## src/drive_cmd_defines.svh

```systemverilog
`ifndef DRIVE_CMD_DEFINES_SVH
`define DRIVE_CMD_DEFINES_SVH
// Functional notes
// Control-mode key arms a request; confirm enters full keypad, cancel drops it.
// Any changeover into or out of full keypad stops motor, forces forward.
// Full keypad alternates warning with normal status on the display.
// Full keypad ignores standard setpoints, refuses setpoint or network switches.
// Enable, quick stop, DC brake, jog, invert, faults keep acting in full keypad.
// Second control-mode press, confirmed, leaves full keypad to previous source.
// Drive enable needed for start; false disables output stage at once.
// Run is a forward level command when no start commands or sources mapped.
// Otherwise run is start enable; false stops the motor.
// Quick stop brings motor to standstill fastest, overriding run requests.
// Edge starts start on rising edge with run true; run false stops.
// Edge starts and level runs ignored under keypad or network control.
// Level run commands hold rotation while asserted and run is true.
// Jog runs at jog setpoint, over run, other starts and keypad stop.
// Quick stop still aborts an active jog.
// Jog accepted under any control source.
// Invert rotation negates setpoint, except under network control.
// Flexible I/O with neither enable nor run on an input raises error.
// Keypad or network control accepts enable and run as constant true.
// Edge starts mapped together with level runs raise the error.
// Full keypad holds run true internally.
// Start already true at start enable waits for next rising edge.
// Evaluate once per cycle: disable, quick stop, jog, then source commands.

// Error code for wrong trigger assignment
`define DRV_ERR_WRONG_ASSIGN 16'h6280
// Display toggle period in cycles (40 MHz, 0.5 s)
`define DRV_BLINK_NS         500000000
`define DRV_CLK_NS           25
`define DRV_BLINK_CYC        (`DRV_BLINK_NS / `DRV_CLK_NS)
`define DRV_BLINK_W          25
`endif

```

## src/drive_cmd_pkg.sv

```systemverilog
package drive_cmd_pkg;
  // Trigger mapping status of enable, run, edge starts and level runs
  typedef struct packed {
    logic drive_enable_on_input;
    logic run_on_input;
    logic edge_starts_mapped;
    logic level_runs_mapped;
  } map_type;

  // Function trigger levels
  typedef struct packed {
    logic drive_enable_fn;
    logic run_fn;
    logic quick_stop_fn;
    logic dc_brake_fn;
    logic start_fwd_edge_fn;
    logic start_rev_edge_fn;
    logic run_fwd_level_fn;
    logic run_rev_level_fn;
    logic jog_fwd_fn;
    logic jog_rev_fn;
    logic invert_rotation_fn;
    logic ext_fault_one_fn;
    logic ext_fault_two_fn;
  } fn_type;

  // Keypad key pulses
  typedef struct packed {
    logic ctrl_key;
    logic confirm_key;
    logic cancel_key;
    logic start_key;
    logic stop_key;
    logic rev_key;
  } keys_type;

  // Network command levels
  typedef struct packed {
    logic run;
    logic rev;
  } net_cmd_type;

  // Command to the motor controller
  typedef struct packed {
    logic output_enable;
    logic run;
    logic reverse;
    logic jog;
    logic quick_stop;
    logic dc_brake;
    logic ext_fault_one;
    logic ext_fault_two;
    logic setpoint_negate;
    logic use_keypad_setpoint;
    logic changeover_stop;
  } motor_cmd_type;

  typedef enum logic [1:0] {SRC_FLEX, SRC_KEYPAD, SRC_NETWORK} src_type;
  typedef enum {KF_IDLE, KF_ASK_ON, KF_ACTIVE, KF_ASK_OFF} kf_state_type;
endpackage : drive_cmd_pkg

```

## src/drive_command_arbiter.sv

```systemverilog
`timescale 1ns/100ps
`include "drive_cmd_defines.svh"
module drive_command_arbiter (
  // Clock and reset
  input  wire logic                        clk_sys_i,
  input  wire logic                        sys_rst_i,
  // Configuration
  input  wire drive_cmd_pkg::src_type      sel_src_i,
  input  wire drive_cmd_pkg::map_type      map_i,
  input  wire logic                        setpoint_switch_req_i,
  // Commands
  input  wire drive_cmd_pkg::fn_type       fn_i,
  input  wire drive_cmd_pkg::keys_type     keys_i,
  input  wire drive_cmd_pkg::net_cmd_type  net_i,
  // Outputs
  output drive_cmd_pkg::motor_cmd_type     cmd_o,
  output drive_cmd_pkg::src_type           active_src_o,
  output logic                             full_keypad_o,
  output logic                             ask_on_o,
  output logic                             ask_off_o,
  output logic                             show_warning_o,
  output logic                             setpoint_switch_ok_o,
  output logic                             wrong_assign_o,
  output logic [15:0]                      error_code_o
);
  import drive_cmd_pkg::*;

  // ****************************************
  // Full keypad mode
  // ****************************************
  kf_state_type kf_ff, nxt_kf;
  logic         change_pulse;
  always_comb begin
    nxt_kf       = kf_ff;
    change_pulse = 1'b0;
    case (kf_ff)
      // Arm then confirm
      KF_IDLE:    if (keys_i.ctrl_key) nxt_kf = KF_ASK_ON;
      KF_ASK_ON:  if (keys_i.confirm_key) begin
                    nxt_kf       = KF_ACTIVE;
                    change_pulse = 1'b1;
                  end else if (keys_i.cancel_key) nxt_kf = KF_IDLE;
      // Second press exits
      KF_ACTIVE:  if (keys_i.ctrl_key) nxt_kf = KF_ASK_OFF;
      KF_ASK_OFF: if (keys_i.confirm_key) begin
                    nxt_kf       = KF_IDLE;
                    change_pulse = 1'b1;
                  end else if (keys_i.cancel_key) nxt_kf = KF_ACTIVE;
      default:    nxt_kf = KF_IDLE;
    endcase
  end
  wire full_kp = (kf_ff == KF_ACTIVE) || (kf_ff == KF_ASK_OFF);

  // Previous source kept outside; full keypad overlays it
  // Network switch refused in full keypad
  wire src_type eff_src = full_kp ? SRC_KEYPAD : sel_src_i;
  wire kp_ctl   = (eff_src == SRC_KEYPAD);
  wire net_ctl  = (eff_src == SRC_NETWORK);

  // ****************************************
  // Command evaluation
  // ****************************************
  // Run forced true
  wire run_eff   = full_kp | fn_i.run_fn;
  // Level mode selection
  wire run_level = !map_i.edge_starts_mapped && !map_i.level_runs_mapped
                   && !kp_ctl && !net_ctl;
  logic run_ff, rev_ff, sfwd_q_ff, srev_q_ff, kp_run_ff, kp_rev_ff;
  logic [`DRV_BLINK_W-1:0] blink_cnt_ff;
  logic blink_ff;

  // Rising edges; ignored under keypad or network
  wire ext_ok   = !kp_ctl && !net_ctl;
  wire sfwd_rise = fn_i.start_fwd_edge_fn && !sfwd_q_ff && ext_ok;
  wire srev_rise = fn_i.start_rev_edge_fn && !srev_q_ff && ext_ok;
  wire jog_req  = fn_i.jog_fwd_fn | fn_i.jog_rev_fn;

  logic nxt_run, nxt_rev;
  always_comb begin
    nxt_run = run_ff;
    nxt_rev = rev_ff;
    // Disable first
    if (!fn_i.drive_enable_fn) nxt_run = 1'b0;
    // Quick stop overrides
    else if (fn_i.quick_stop_fn) nxt_run = 1'b0;
    // Changeover stops, forward
    else if (change_pulse) begin
      nxt_run = 1'b0;
      nxt_rev = 1'b0;
    end
    // Start enable false stops
    else if (!run_eff) nxt_run = 1'b0;
    else if (run_level) begin
      nxt_run = 1'b1;
      nxt_rev = 1'b0;
    end else if (net_ctl) begin
      nxt_run = net_i.run;
      nxt_rev = net_i.rev;
    end else if (kp_ctl) begin
      nxt_run = kp_run_ff;
      nxt_rev = kp_rev_ff;
    end else if (map_i.level_runs_mapped) begin
      // Level run holds
      nxt_run = fn_i.run_fwd_level_fn ^ fn_i.run_rev_level_fn;
      nxt_rev = fn_i.run_rev_level_fn;
    end else if (sfwd_rise) begin
      nxt_run = 1'b1;
      nxt_rev = 1'b0;
    end else if (srev_rise) begin
      nxt_run = 1'b1;
      nxt_rev = 1'b1;
    end
  end

  always_ff @(posedge clk_sys_i) begin
    if (sys_rst_i) begin
      kf_ff        <= KF_IDLE;
      run_ff       <= 1'b0;
      rev_ff       <= 1'b0;
      sfwd_q_ff    <= 1'b1;
      srev_q_ff    <= 1'b1;
      kp_run_ff    <= 1'b0;
      kp_rev_ff    <= 1'b0;
      blink_cnt_ff <= '0;
      blink_ff     <= 1'b0;
    end else begin
      kf_ff     <= nxt_kf;
      run_ff    <= nxt_run;
      rev_ff    <= nxt_rev;
      // Edge memory spans disabled time
      sfwd_q_ff <= fn_i.start_fwd_edge_fn;
      srev_q_ff <= fn_i.start_rev_edge_fn;
      if (change_pulse || !kp_ctl || keys_i.stop_key) begin
        kp_run_ff <= 1'b0;
        kp_rev_ff <= 1'b0;
      end else begin
        if (keys_i.start_key) kp_run_ff <= 1'b1;
        if (keys_i.rev_key)   kp_rev_ff <= !kp_rev_ff;
      end
      // Display alternation
      if (!full_kp || blink_cnt_ff == `DRV_BLINK_W'(`DRV_BLINK_CYC - 1)) begin
        blink_cnt_ff <= '0;
        blink_ff     <= full_kp ? !blink_ff : 1'b0;
      end else blink_cnt_ff <= blink_cnt_ff + 1'b1;
    end
  end

  // ****************************************
  // Output register
  // ****************************************
  // Assignment check
  wire bad_assign = (sel_src_i == SRC_FLEX && !full_kp &&
                     !map_i.drive_enable_on_input && !map_i.run_on_input)
                    || (map_i.edge_starts_mapped && map_i.level_runs_mapped);
  // Jog overrides, quick stop aborts
  wire jog_go = fn_i.drive_enable_fn && !fn_i.quick_stop_fn && jog_req;
  motor_cmd_type nxt_cmd;
  always_comb begin
    nxt_cmd                 = '0;
    nxt_cmd.output_enable   = fn_i.drive_enable_fn;
    nxt_cmd.quick_stop      = fn_i.quick_stop_fn;
    // Functions still active
    nxt_cmd.dc_brake        = fn_i.dc_brake_fn;
    nxt_cmd.ext_fault_one   = fn_i.ext_fault_one_fn;
    nxt_cmd.ext_fault_two   = fn_i.ext_fault_two_fn;
    nxt_cmd.jog             = jog_go;
    nxt_cmd.run             = jog_go | nxt_run;
    nxt_cmd.reverse         = jog_go ? !fn_i.jog_fwd_fn : nxt_rev;
    // Invert except network
    nxt_cmd.setpoint_negate = fn_i.invert_rotation_fn && !net_ctl;
    nxt_cmd.use_keypad_setpoint = full_kp;
    nxt_cmd.changeover_stop = change_pulse;
  end

  always_ff @(posedge clk_sys_i) begin
    if (sys_rst_i) begin
      cmd_o                <= '0;
      active_src_o         <= SRC_FLEX;
      full_keypad_o        <= 1'b0;
      ask_on_o             <= 1'b0;
      ask_off_o            <= 1'b0;
      show_warning_o       <= 1'b0;
      setpoint_switch_ok_o <= 1'b0;
      wrong_assign_o       <= 1'b0;
      error_code_o         <= 16'h0000;
    end else begin
      cmd_o                <= nxt_cmd;
      active_src_o         <= eff_src;
      full_keypad_o        <= full_kp;
      ask_on_o             <= (kf_ff == KF_ASK_ON);
      ask_off_o            <= (kf_ff == KF_ASK_OFF);
      show_warning_o       <= full_kp && blink_ff;
      setpoint_switch_ok_o <= setpoint_switch_req_i && !full_kp;
      wrong_assign_o       <= bad_assign;
      error_code_o         <= bad_assign ? `DRV_ERR_WRONG_ASSIGN : 16'h0000;
    end
  end
endmodule : drive_command_arbiter

```

## config.mk

```make
export PLATFORM = sky130hd
export DESIGN_NAME = drive_command_arbiter
export DESIGN_NICKNAME = d
export VERILOG_FILES = /design/src/drive_cmd_pkg.sv /design/src/drive_command_arbiter.sv
export VERILOG_INCLUDE_DIRS = /design/src
export SDC_FILE = /design/constraint.sdc
export NUM_CORES = 1
export LEC_CHECK = 0
export BUFFER_PORTS_ARGS = -buffer_cell sky130_fd_sc_hd__buf_2
export CELL_PAD_IN_SITES_DETAIL_PLACEMENT = 1
export CELL_PAD_IN_SITES_GLOBAL_PLACEMENT = 2
export CORE_MARGIN = 2
export CORE_UTILIZATION = 30
export CTS_CLUSTER_DIAMETER = 30
export DETAILED_ROUTE_END_ITERATION = 8
export PLACE_DENSITY_LB_ADDON = 0.1
export REMOVE_ABC_BUFFERS = 1
export SLEW_MARGIN = 30
export SYNTH_ARGS = -nofsm -noshare
export SYNTH_HDL_FRONTEND = slang
export SYNTH_SLANG_ARGS = --single-unit
```

## constraint.sdc

```tcl
create_clock -name clk_sys_i -period 2.55 [get_ports clk_sys_i]
set_clock_uncertainty 0.1 [all_clocks]
set_input_delay 0.255 -clock clk_sys_i [delete_from_list [all_inputs] [get_ports clk_sys_i]]
set_output_delay 0.255 -clock clk_sys_i [all_outputs]
set_load 0.1 [all_outputs]
```

; ---- After elaboration in Yosys (flattened, before gate mapping)
; Cells that the tools add are included.
[totals]
ff_bits = 98
input_bits = 30
out_inout_bits = 35
elab_cells = 119
[classes]
n_addsub = 1
eq_ne = 13
n_mux = 33
n_bitwise = 4
n_reduce_logical = 41
[ops]
columns = op, count
row1 = 2-to-1 mux 32 bit, 6
row2 = one-hot mux 32 bit (4 select lines), 1
row3 = == test 32 x 2 -> 1 bit (second input constant), 3
row4 = == test 32 x 3 -> 1 bit (second input constant), 2
row5 = == test 32 x 1 -> 1 bit (second input constant), 1
row6 = zero test 32 bit, 1
row7 = adder 25 x 1 -> 25 bit (second input constant), 1
row8 = == test 25 bit (second input constant), 1
row9 = 2-to-1 mux 1 bit, 24
row10 = logical AND 1 bit, 17
row11 = 2-to-1 mux 15 bit, 1
row12 = zero test 1 bit, 13
row13 = != test 3 bit (second input constant), 2
row14 = OR reduction 2 bit, 3
row15 = logical OR 1 bit, 5
row16 = != test 2 bit (second input constant), 2
row17 = AND reduction 4 bit, 1
row18 = OR 1 bit, 3
row19 = == test 2 x 1 -> 1 bit (second input constant), 1
row20 = == test 2 bit (second input constant), 1
row21 = zero test 2 bit, 1
row22 = 2-to-1 mux 2 bit, 1
row23 = XOR 1 bit, 1

; ---- Longest topological paths before layout
; Gate-level depths: netlist of run 1.
[logic_depth]
depth_word = 18
mapped_depth = 8
depth_no_buf = 8

; ---- Worst setup path after synthesis of run 1
; No wires, ideal clock.
[synth_timing]
path_kind = reg-to-reg
start = register kf_ff[1]
end = register cmd_o[8] (netlist name)
setup_ns = 0.125
t_arrival_ns = 1.688
required_time_ns = 2.325
setup_slack_ns = 0.637
stages_incl_launch_ff = 9
path_buffers = 0
period_less_slack_ns = 1.913
cell_sequence = dfxtp_1 -> nand2b_1 -> inv_1 -> ha_1 -> nand3b_1 -> and4b_1 -> or3_1 -> o211a_1 -> a2bb2oi_1
[synth_via]
elab_chain_len = 18
word_cells_on_any_way = 29
cone_classes = eq/ne: 6 / mux: 13 / bitwise: 1 / reduce/logical: 9
[synth_rtl]
columns = element, line_no
row1 = "start, declared", drive_command_arbiter.sv:31  ; kf_state_type kf_ff, nxt_kf;
row2 = "start signal, assigned", drive_command_arbiter.sv:127  ; kf_ff <= nxt_kf;
row3 = == test 32 x 3 -> 1 bit, drive_command_arbiter.sv:52  ; wire full_kp = (kf_ff == KF_ACTIVE) || (kf_ff == KF_ASK_OFF);
row4 = logical OR 1 bit (*), drive_command_arbiter.sv:52
row5 = 2-to-1 mux 2 bit (*), drive_command_arbiter.sv:56  ; wire src_type eff_src = full_kp ? SRC_KEYPAD : sel_src_i;
row6 = named net eff_src[1], drive_command_arbiter.sv:56
row7 = == test 2 x 1 -> 1 bit or == test 2 bit (tied branches), "drive_command_arbiter.sv:57, drive_command_arbiter.sv:58"
row8 = zero test 1 bit, "drive_command_arbiter.sv:67, drive_command_arbiter.sv:73"
row9 = logical AND 1 bit, drive_command_arbiter.sv:73  ; wire ext_ok = !kp_ctl && !net_ctl;
row10 = logical AND 1 bit, drive_command_arbiter.sv:75  ; wire srev_rise = fn_i.start_rev_edge_fn && !srev_q_ff && ext_ok;
row11 = [... 3 more ...], -
row12 = 2-to-1 mux 1 bit, drive_command_arbiter.sv:99  ; end else if (kp_ctl) begin
row13 = 2-to-1 mux 1 bit, drive_command_arbiter.sv:96  ; end else if (net_ctl) begin
row14 = 2-to-1 mux 1 bit (*), drive_command_arbiter.sv:93  ; else if (run_level) begin
row15 = 2-to-1 mux 1 bit (*), drive_command_arbiter.sv:92  ; else if (!run_eff) nxt_run = 1'b0;
row16 = 2-to-1 mux 1 bit (*), drive_command_arbiter.sv:87  ; else if (change_pulse) begin
row17 = 2-to-1 mux 1 bit (*), drive_command_arbiter.sv:85  ; else if (fn_i.quick_stop_fn) nxt_run = 1'b0;
row18 = 2-to-1 mux 1 bit (*), drive_command_arbiter.sv:83  ; if (!fn_i.drive_enable_fn) nxt_run = 1'b0;
row19 = 2-to-1 mux 1 bit (*), drive_command_arbiter.sv:168  ; nxt_cmd.reverse = jog_go ? !fn_i.jog_fwd_fn : nxt_rev;
row20 = "end signal, assigned", drive_command_arbiter.sv:187  ; cmd_o <= nxt_cmd;
row21 = "end, declared", drive_command_arbiter.sv:16  ; output drive_cmd_pkg::motor_cmd_type cmd_o,
; Mark *: on every way through the listed nets, which the timed path passes. The rest lies on a longest branch.
; A chain may end at the register's enable or synchronous reset.

; ---- Final worst setup path of run 1
; Same ends and word-level chain as after synthesis.

==> results of run 1 <==
path summary, 6_finish.rpt:
| kind | startpoint | to | slack [ns] | cells past startpoint |
|---|---|---|---|---|
| min reg2reg | blink_cnt_ff[0] | blink_cnt_ff[0] | 0.37 | 1 |
| max reg2reg | kf_ff[1] | cmd_o[8] | 0.37 | 8 |
| min | fn_i[4] | cmd_o[8] | 0.03 | 2 |
| max | kf_ff[1] | cmd_o[8] | 0.37 | 8 |
power breakdown:
group | leakage [uW] | switching [uW] | internal [uW]
Combinational | 0.000648 | 266 | 57.6
Clock | 0.0000548 | 286 | 296
Sequential | 0.000423 | 10.7 | 833
final cells by class:
cell class | instances | area (um^2)
Timing Repair Buffer | 54 | 278
Inverter | 9 | 33.8
Tap cell | 102 | 128
Sequential cell | 52 | 1040
Clock buffer | 5 | 68.8
Clock inverter | 3 | 46.3
Multi-Input combinational cell | 184 | 1120
Fill cell | 926 | 4890
flip-flops by register name, indices dropped and copies added (netlist names), 2 cells and up:
register / flops
blink_cnt_ff: 25
active_src_o: 2
kf_ff: 2
cmd_o: 10
metrics by stage:
step	utilization, %	cell area [um^2]
floorplan	-	2190
global placement	34.0	2590
detailed placement	34.0	2590
CTS	35.7	2710
global route	35.7	2710
finish	35.7	2710
worst max-delay path: stages (launching register included):
cell	delay (ns)
dfxtp_1	0.39
nor2_1	0.24
inv_1	0.11
ha_1	0.28
a21oi_1	0.22
a21oi_1	0.08
or3_1	0.36
o211a_1	0.13
a2bb2oi_1	0.14
synthesized netlist by cell type (all sizes together):
cell type / number / area share [%]
ha: 3 / 1.6
nand4bb: 1 / 0.49
a21oi: 9 / 1.9
a2bb2oi: 1 / 0.38
nand3b: 2 / 0.65
buf: 20 / 7.0
nand4b: 1 / 0.38
xnor2: 10 / 3.8
and4: 1 / 0.38
a31oi: 2 / 0.54
nor3b: 4 / 1.3
nor4b: 3 / 1.1
and4b: 1 / 0.43
nor4: 6 / 2.3
conb: 1 / 0.16
o211ai: 2 / 0.65
a211oi: 1 / 0.32
nand2b: 5 / 1.5
clkbuf: 2 / 0.32
and2: 3 / 0.81
nand4: 8 / 2.4
o211a: 1 / 0.43
nor2b: 7 / 1.9
a311oi: 2 / 0.76
inv: 9 / 1.5
and3: 2 / 0.54
a211o: 1 / 0.38
xor2: 12 / 4.5
dfxtp: 52 / 45
nor3: 6 / 2.3
o21ai: 3 / 0.65
or2: 4 / 1.1
nand3: 12 / 2.6
or3b: 1 / 0.38
or3: 1 / 0.27
nand2: 14 / 2.3
nor2: 42 / 6.9
a32oi: 1 / 0.38
metal layers:
| metal | up-vias | share of wire [%] | GRT usage, % | wire, um |
|---|---|---|---|---|
| li1 | 936 | - | - | - |
| met1 | 876 | 46 | 17.4 | 2490 |
| met2 | 50 | 47 | 21.9 | 2510 |
| met3 | 5 | 5.5 | 3.12 | 298 |
| met4 | 0 | 1.3 | 4.10 | 70 |
| met5 | - | 0 | 0 | 0 |
cell families after synthesis:
kind of cell             share of synthesized area, %
AND/OR/NAND/NOR                                  29.9
flip-flops                                       44.9
buffers and inverters                            8.74
AO/OA/AOI/OAI                                    6.42
XOR/XNOR                                         8.31
adder cells (fa/ha/maj)                          1.62
other                                           0.162
timing repair:
action	4_1_cts	5_1_grt
hold buffers	1	0
resized for setup	0	0
buffers inserted	0	0
setup endpoints to repair	0	0
hold endpoints to repair	1	0
==> summary.md, run 1 <==
| Metric | Value |
|---|---|
| Clock tree from TritonCTS | `built` |
| Signed area change from the synthesized netlist to the final layout | `16.9%` |
| CTS root buf | `clkbuf_8` |
| Ports placed on the boundary | `65` |
| Post-layout total power | `1750 uW` |
| Final cell count without fillers | `409` |
| Worst setup EP type | `flip-flop` |
| Maximum achievable frequency | `459 MHz` |
| DRC marker count from the first detailed-route iteration | `44` |
| Core region area | `0.00761 mm^2` |
| Global-route wire length before repair | `8920 um` |
| Die height | `91.9 um` |
| Final Hold Slack | `0.0289 ns` |
| Number of maximum-capacitance constraint violations | `0` |
| Final setup violation count | `0` |
| Data arrival, critical path | `2.27 ns` |
| Post-synth cell types | `45` |
| Via-per-instance ratio | `4.56` |
| Count of mapped cells out of synthesis | `256` |
| Worst min-delay path category | `primary input to flip-flop` |
| Total of warnings raised by yosys | `0` |
| Register bit count reported by yosys | `52` |
| Clock edge transition at the registers on the reported setup and hold paths | `0.10 ns` |
| # clock sinks | `52` |
| DIE WIDTH | `91.9 um` |
| Total of buffers placed on input and output ports | `52` |
| Place WS | `0.395 ns` |
| Number of design rule violations left after detail routing | `0` |
| Maximum vdd ir drop | `0.000269 V` |
| Setup WS post-layout | `0.373 ns` |
| Number of levels the H-tree was split into | `2` |
| Power per cell area | `645 mW/mm^2` |
| Pin count of the biggest net entering global routing | `21` |
| Total CTS buffers | `5` |
| Congestion Overflow GR | `0` |
| Die ar. | `0.00845 mm^2` |
| RePlAce Congestion | `0.769` |
| Cell total after placement | `400` |
| First drt pass iteration count | `4` |
| Fin nets | `339` |
| Share of layout cells above drive strength 1 | `23.1%` |
| Initial antenna violation count | `0` |
| Setup crit start kind | `flip-flop` |
| Fin Setup TNS | `0 ns` |
| Ratio of final minimum period to clock period | `85.4%` |
| Bufs on Longest Clock Path | `2` |
| Proportion of synthesized chip area in sequential cells | `44.9%` |
| Synthesized area | `0.00232 mm^2` |
| Clock latency at the later pin of the worst-skew pair | `0.30 ns` |
| Commonest non-fill, non-tap cells in the layout | `52 x dfxtp_1, 52 x buf_2, 41 x nor2_1, 14 x nand2_1` |
| Std cell rows | `32` |
| HPWL Detailed | `4140 um` |
| Final routed wirelength across all metal layers | `5380 um` |
| Crit Path Class | `flip-flop to flip-flop` |
| Vias in the first global route | `1,803` |
| Initial Util | `30.5%` |
| Total count of max-transition violations in the final report | `0` |
| Routed wire per std cell | `13.1 um` |
| Antenna Diode Count | `0` |
| Final number of hold-violating endpoints | `0` |
| RSZ-0062 raised after global routing | `no` |
| Critical path required time | `2.64 ns` |
| Outcome | `finished, final reports clean` |
| Mean cell area of the mapped netlist | `9.06 um^2` |
| Leakage | `0.00113 uW` |
| Minimum clock period after layout | `2.18 ns` |
| Critical path peak fanout | `7` |
| Overall fraction of global-route tracks in use | `13.3%` |
| Vias | `1,867` |
| Remaining number of nets flagged by the antenna check after routing | `0` |
Note: power is estimated with default switching activity, not from simulation.
==> run 2: changes to the inputs <==
Settings changed: ABC_AREA set to 1, CORE_UTILIZATION 30 to 26.
Clock period 2.55 ns to 1.8 ns, I/O delays scaled along.
==> run 2 against run 1 <==
Effect of this change:
- non-clock buffer count up 21
- synthesized cell count up 40%
- combinational power rose to 3.0 times the previous value
==> summary.md, run 2 <==
| Metric | Value |
|---|---|
| Clock tree from TritonCTS | `built` |
| Fin nets | `464` |
| Outcome | `finished, final reports clean` |
| Place WS | `0.105 ns` |
| Pin count of the biggest net entering global routing | `18` |
| Vias | `2,355` |
| Die height | `102 um` |
| Register cell area after layout | `0.00104 mm^2` |
| Start point of the worst hold path | `keys_i[0]` |
| Total CTS buffers | `5` |
| Count of fill cells added during filler insertion | `1,235` |
| Count of mapped cells out of synthesis | `359` |
| Multi-input gate area | `0.00116 mm^2` |
| Critical path required time | `1.91 ns` |
| Cell types occupying the most area after synthesis | `dfxtp_1 41%, nand2_1 11%, nor2_1 9.7%` |
| Setup WS post-layout | `0.160 ns` |
| Total count of max-transition violations in the final report | `0` |
| Total of warnings raised by yosys | `0` |
| CTS root buf | `clkbuf_8` |
| Via-per-instance ratio | `4.20` |
| Share of the synthesized area in the top cell type | `41.3%` |
| Register bit count reported by yosys | `52` |
| Vias in the first global route | `2,525` |
| Data arrival, critical path | `1.75 ns` |
| Setup crit start kind | `flip-flop` |
| Cell with the most instances after synthesis | `nand2_1` |
| Global-route wire length before repair | `11,900 um` |
| Routed wire per std cell | `12.4 um` |
| Most common library cell in the layout ignoring fill and taps | `nand2_1` |
| Worst setup EP type | `flip-flop` |
| Power per cell area | `936 mW/mm^2` |
| Critical path peak fanout | `14` |
| RePlAce Congestion | `0.807` |
| Post-synth cell types | `30` |
| Clock latency at the later pin of the worst-skew pair | `0.31 ns` |
| Congestion Overflow GR | `0` |
| Most common library cells after synthesis | `71 x nand2_1, 65 x nor2_1, 54 x inv_1, 52 x dfxtp_1, 20 x a21oi_1` |
| Final routed wirelength across all metal layers | `6930 um` |
| Initial antenna violation count | `0` |
| Bufs on Longest Clock Path | `2` |
| Final setup violation count | `0` |
| DRC marker count from the first detailed-route iteration | `41` |
| Number of design rule violations left after detail routing | `0` |
| Remaining number of nets flagged by the antenna check after routing | `0` |
| Antenna Diode Count | `0` |
| Share of layout cells above drive strength 1 | `22.7%` |
| Crit Path Class | `flip-flop to flip-flop` |
| Ports placed on the boundary | `65` |
| Post-synthesis cell type with the largest combined area | `dfxtp_1` |
| RSZ-0062 raised after global routing | `yes` |
| Fin Setup TNS | `0 ns` |
| Synthesized area | `0.00252 mm^2` |
| Ratio of final minimum period to clock period | `91.1%` |
| Worst min-delay path category | `primary input to flip-flop` |
| Leakage | `0.00135 uW` |
| Max FFs per register | `25` |
| Final Hold Slack | `0.0150 ns` |
| First drt pass iteration count | `4` |
| # clock sinks | `52` |
| Origin of the critical flop-to-flop path | `blink_cnt_ff[19]` |
| Total of buffers placed on input and output ports | `52` |
| Std cell rows | `35` |
| Minimum clock period after layout | `1.64 ns` |
| Maximum vdd ir drop | `0.000372 V` |
| Final number of hold-violating endpoints | `0` |
| Overall fraction of global-route tracks in use | `14.6%` |
| Start point of the critical path | `blink_cnt_ff[19]` |
| Signed area change from the synthesized netlist to the final layout | `25.1%` |
| Async set-reset flop share out of synthesis | `0%` |
| Initial Util | `27.0%` |
| Proportion of synthesized chip area in sequential cells | `41.3%` |
| HPWL Detailed | `5570 um` |
| Register name with the most flops | `blink_cnt_ff` |
| Number of levels the H-tree was split into | `2` |
| Core region area | `0.00933 mm^2` |
| Maximum achievable frequency | `610 MHz` |
| Mean cell area of the mapped netlist | `7.03 um^2` |
| Post-CTS setup buffer count | `0` |
| Die ar. | `0.0105 mm^2` |
| Commonest non-fill, non-tap cells in the layout | `71 x nand2_1, 62 x nor2_1, 54 x inv_1, 52 x buf_2, 51 x dfxtp_1` |
| Number of maximum-capacitance constraint violations | `0` |
| Clock edge transition at the registers on the reported setup and hold paths | `0.11 ns` |
| EDFF count, synth | `0` |
| Leading register cell type out of synthesis | `dfxtp_1` |
| Regs by FF count | `blink_cnt_ff (25), cmd_o (10)` |
| DIE WIDTH | `102 um` |
-- run 2: cell types whose count changed after synthesis, sizes merged, moves of 8 or more --
cell   delta
nand3     +8
nand2    +61
a21oi    +11
inv      +47
nor2     +29
-- run 2: path summary, 6_finish.rpt --
| check | slack [ns] | depth (start not counted) | end |
|---|---|---|---|
| worst max-delay path | 0.16 | 7 | blink_cnt_ff[2] |
| worst min-delay path | 0.01 | 3 | kp_rev_ff |
| worst min register to register | 0.37 | 2 | blink_cnt_ff[24] |
| worst max register to register | 0.16 | 7 | blink_cnt_ff[2] |
-- run 2: per-stage QoR --
stage	instance area (um^2)	util (%)	power [uW]	instances
CTS	3140	33.7	3010	561
global placement	2940	31.5	2250	542
global route	3160	33.8	3140	561
finish	3160	33.8	2950	561
detailed placement	2940	31.5	2250	542
floorplan	2400	-	1970	349
-- run 2: power by group --
part	total, uW	leakage, uW	switching [uW]	internal, uW
sequential	1250	0.000424	31.5	1220
clock	718	0.0000445	441	278
combinational	985	0.000886	746	239
-- run 2: routing by layer --
| metal | wire, um | global-route usage, % |
|---|---|---|
| met1 | 3170 | 17.3 |
| met2 | 3440 | 26.7 |
| met3 | 222 | 2.64 |
| met4 | 94 | 4.10 |
| met5 | 0 | 0 |
-- run 2: critical path: stages, from the launching register on --
cell and delay, ns:
dfxtp_1 0.38, nor3_1 0.28, nand3_1 0.10, nor2_1 0.23, nand3_4 0.13, nand2_4 0.11, buf_12 0.14, nor3_1 0.05
-- run 2: cell type report --
| class | instances | share of cell area [%] |
|---|---|---|
| multi-input cells | 240 | 36.8 |
| flip-flops and latches | 52 | 33.0 |
| repair buffers | 75 | 15.4 |
| inverters | 57 | 6.82 |
| well taps | 129 | 5.11 |
| clock buffers | 5 | 2.18 |
| clock inverters | 3 | 0.674 |
-- run 2: timing repair --
item	4_1_cts	5_1_grt
hold endpoints to repair	11	0
hold buffers	11	0
setup endpoints to repair	0	5
resized for setup	0	5
-- run 2: cell families after synthesis --
kind of cell               Yosys count  share of synthesized area, %
buffers and inverters               78                          14.8
adders and majority gates            3                          1.49
other                                1                         0.149
and+or+nand+nor                    191                          34.1
AOI/OAI and AO/OA                   26                          5.41
DFF                                 52                          41.3
xor gates and xnor gates             8                          2.78
==> run 3: changes to the inputs <==
Settings changed: PLACE_DENSITY_LB_ADDON 0.1 to 0.3.
==> run 3 against run 2 <==
Effect of this change:
- first-iteration DRC count fell by 15%
- critical path type unchanged
- critical path depth rose by 5
- hold slack got worse by 0.0090 ns
- wire length fell by 0.56%
- core utilization rose by 0.17 points
- design area rose by 0.52%
- fmax fell by 0.12%
- non-clock buffer count rose by 2
- highest routed layer unchanged
==> summary.md, run 3 (synthesized netlist as in run 2, its figures left out) <==
| Metric | Value |
|---|---|
| Outcome | `finished, final reports clean` |
| Worst min-delay path category | `primary input to flip-flop` |
| Worst path buffer plus inverter count | `1` |
| Global-route wire length before repair | `11,600 um` |
| Most common library cell in the layout ignoring fill and taps | `nand2_1` |
| Count of fill cells added during filler insertion | `1,191` |
| Start point of the worst hold path | `fn_i[2]` |
| Cell depth of the worst flop-to-flop path | `12` |
| Total count of max-transition violations in the final report | `0` |
| Origin of the critical flop-to-flop path | `kf_ff[1]` |
| Setup WS post-layout | `0.158 ns` |
| Critical path peak fanout | `3` |
| Final design area excluding fillers | `0.00317 mm^2` |
| Via-per-instance ratio | `4.17` |
| Vias in the first global route | `2,406` |
| Signed area change from the synthesized netlist to the final layout | `25.7%` |
| Total internal power | `1750 uW` |
| Number of maximum-capacitance constraint violations | `0` |
| Clock edge transition at the registers on the reported setup and hold paths | `0.12 ns` |
| Worst flop-to-flop path endpoint | `cmd_o[8]` |
| Dominant cell type by count on the critical path | `nand2_1` |
| Post-CTS setup buffer count | `0` |
| CTS root buf | `clkbuf_8` |
| HPWL Detailed | `5470 um` |
| Leakage | `0.00137 uW` |
| Master of the slowest instance on the critical path | `dfxtp_2` |
| Area post-placement | `0.00295 mm^2` |
| Data arrival, critical path | `1.77 ns` |
| Minimum clock period after layout | `1.64 ns` |
| Clock latency at the later pin of the worst-skew pair | `0.33 ns` |
| Ports placed on the boundary | `65` |
| Maximum vdd ir drop | `0.000382 V` |
| Max FFs per register | `25` |
| Family with the most delay on the worst path | `simple AND/OR/NAND/NOR gates` |
| Cell total after placement | `543` |
| Cell-by-cell trace of the critical path | `nor2_2 -> buf_4 -> ha_1 -> nand2_1 -> nor2_1 -> nand2_1 -> nand3_1 -> nand2_1 -> nand2_1 -> nand2_1 -> nand2_1 -> a21oi_1` |
| Worst stage delay on the critical path | `0.36 ns` |
| Std cell rows | `35` |
| Reported net switching power | `1230 uW` |
| Die height | `102 um` |
| Fin Setup TNS | `0 ns` |
| Combinational cell fraction of total power | `33.3%` |
| Register name with the most flops | `blink_cnt_ff` |
| Overall fraction of global-route tracks in use | `14.4%` |
| Crit Path Class | `flip-flop to flip-flop` |
| Total CTS buffers | `5` |
| Bufs on Longest Clock Path | `2` |
| Multi-input gate area | `0.00116 mm^2` |
| First drt pass iteration count | `4` |
| Register cell area after layout | `0.00104 mm^2` |
| RSZ-0062 raised after global routing | `no` |
| Sink of the worst hold path | `cmd_o[2]` |
| Proportion of power drawn by flip-flops and latches | `41.9%` |
| Maximum achievable frequency | `609 MHz` |
| Number of design rule violations left after detail routing | `0` |
| RePlAce Congestion | `0.790` |
| # clock sinks | `52` |
| Regs by FF count | `blink_cnt_ff (25), cmd_o (10)` |
| Setup crit start kind | `flip-flop` |
| Fin nets | `466` |
| Core region area | `0.00933 mm^2` |
| Worst hold stages | `3` |
| Final routed wirelength across all metal layers | `6890 um` |
| Final setup violation count | `0` |
| Critical path required time | `1.93 ns` |
| Post-layout total power | `2990 uW` |
| Final cell count without fillers | `563` |
| Reg2Reg Setup Slack | `0.16 ns` |
| Commonest non-fill, non-tap cells in the layout | `71 x nand2_1, 64 x nor2_1, 54 x inv_1, 52 x buf_2, 51 x dfxtp_1` |
| Vias | `2,346` |
| DIE WIDTH | `102 um` |
| Number of levels the H-tree was split into | `2` |
| Power per cell area | `941 mW/mm^2` |
| Congestion Overflow GR | `0` |
| Share of layout cells above drive strength 1 | `22.4%` |
| Ratio of final minimum period to clock period | `91.2%` |
| Initial Util | `27.0%` |
| Pin count of the biggest net entering global routing | `19` |
| DRC marker count from the first detailed-route iteration | `35` |
| Place WS | `0.0646 ns` |
| Clock network fraction of total power | `24.8%` |
| Initial antenna violation count | `0` |
| Total of buffers placed on input and output ports | `52` |
| Die ar. | `0.0105 mm^2` |
| Remaining number of nets flagged by the antenna check after routing | `0` |
| Worst setup EP type | `flip-flop` |
| Routed wire per std cell | `12.2 um` |
| Sw frac | `41.3%` |
| Final number of hold-violating endpoints | `0` |
| Antenna Diode Count | `0` |
| Clock tree from TritonCTS | `built` |
run 3: changes by cell type in the layout (fill, tap and decap cells not counted):
cell	delta
dlygate4sd3_1	+1
nor2_1	+2
buf_4	+1
clkinv_2	-1
inv_6	+1
nor2_2	-2
run 3: timing repair:
| action | CTS | global route |
|---|---|---|
| gates resized for setup | 0 | 3 |
| setup endpoints to repair | 0 | 4 |
| hold buffers | 12 | 0 |
| endpoints found under the hold margin | 11 | 0 |
run 3: final cells by class:
class | count | share of cell area, %
clock buffer | 5 | 2.17
clock inverter | 3 | 0.789
tap | 129 | 5.09
sequential | 52 | 32.9
timing repair buffer | 77 | 15.9
inverter | 57 | 6.79
multi-input combinational | 240 | 36.4
run 3: tightest hold or removal path, delay by kind of cell:
| family | cells | cell delay (ns) |
|---|---|---|
| and+or+nand+nor | 2 | 0.11 |
| buffers and inverters | 1 | 0.10 |
run 3: worst max path at each step:
stage / start / end / depth (start not counted)
2_1_floorplan: error_code_o[13] / error_code_o[13] / 0
3_3_place_gp: kf_ff[1] / cmd_o[8] / 11
3_5_place_dp: kf_ff[1] / cmd_o[8] / 11
4_1_cts: kf_ff[1] / cmd_o[9] / 11
5_1_grt: kf_ff[1] / cmd_o[9] / 11
6_report: kf_ff[1] / cmd_o[8] / 12
run 3: metal layers:
layer | share of wire, % | track usage [%] | vias to the layer above
met5 | 0 | 0 | -
met4 | 1.3 | 4.31 | 0
met3 | 4.3 | 2.98 | 9
met2 | 49 | 25.2 | 51
met1 | 45 | 17.7 | 1064
li1 | - | - | 1222
run 3: per-stage QoR:
stage | hold WS (ns) | util (%)
finish | 0.00601 | 34.0
detailed placement | 0.270 | 31.6
global placement | 0.267 | 31.6
floorplan | 0.149 | -
CTS | 0.00857 | 33.9
global route | 0.00486 | 34.0
run 3: power groups by stage:
stage / clock [uW] / sequential, uW / combinational (uW)
after global routing: 831 / 1260 / 1070
after detailed placement: 0 / 1270 / 982
after global placement: 0 / 1270 / 975
after floorplan: 0 / 1630 / 338
final: 741 / 1250 / 995
after CTS: 781 / 1250 / 1000
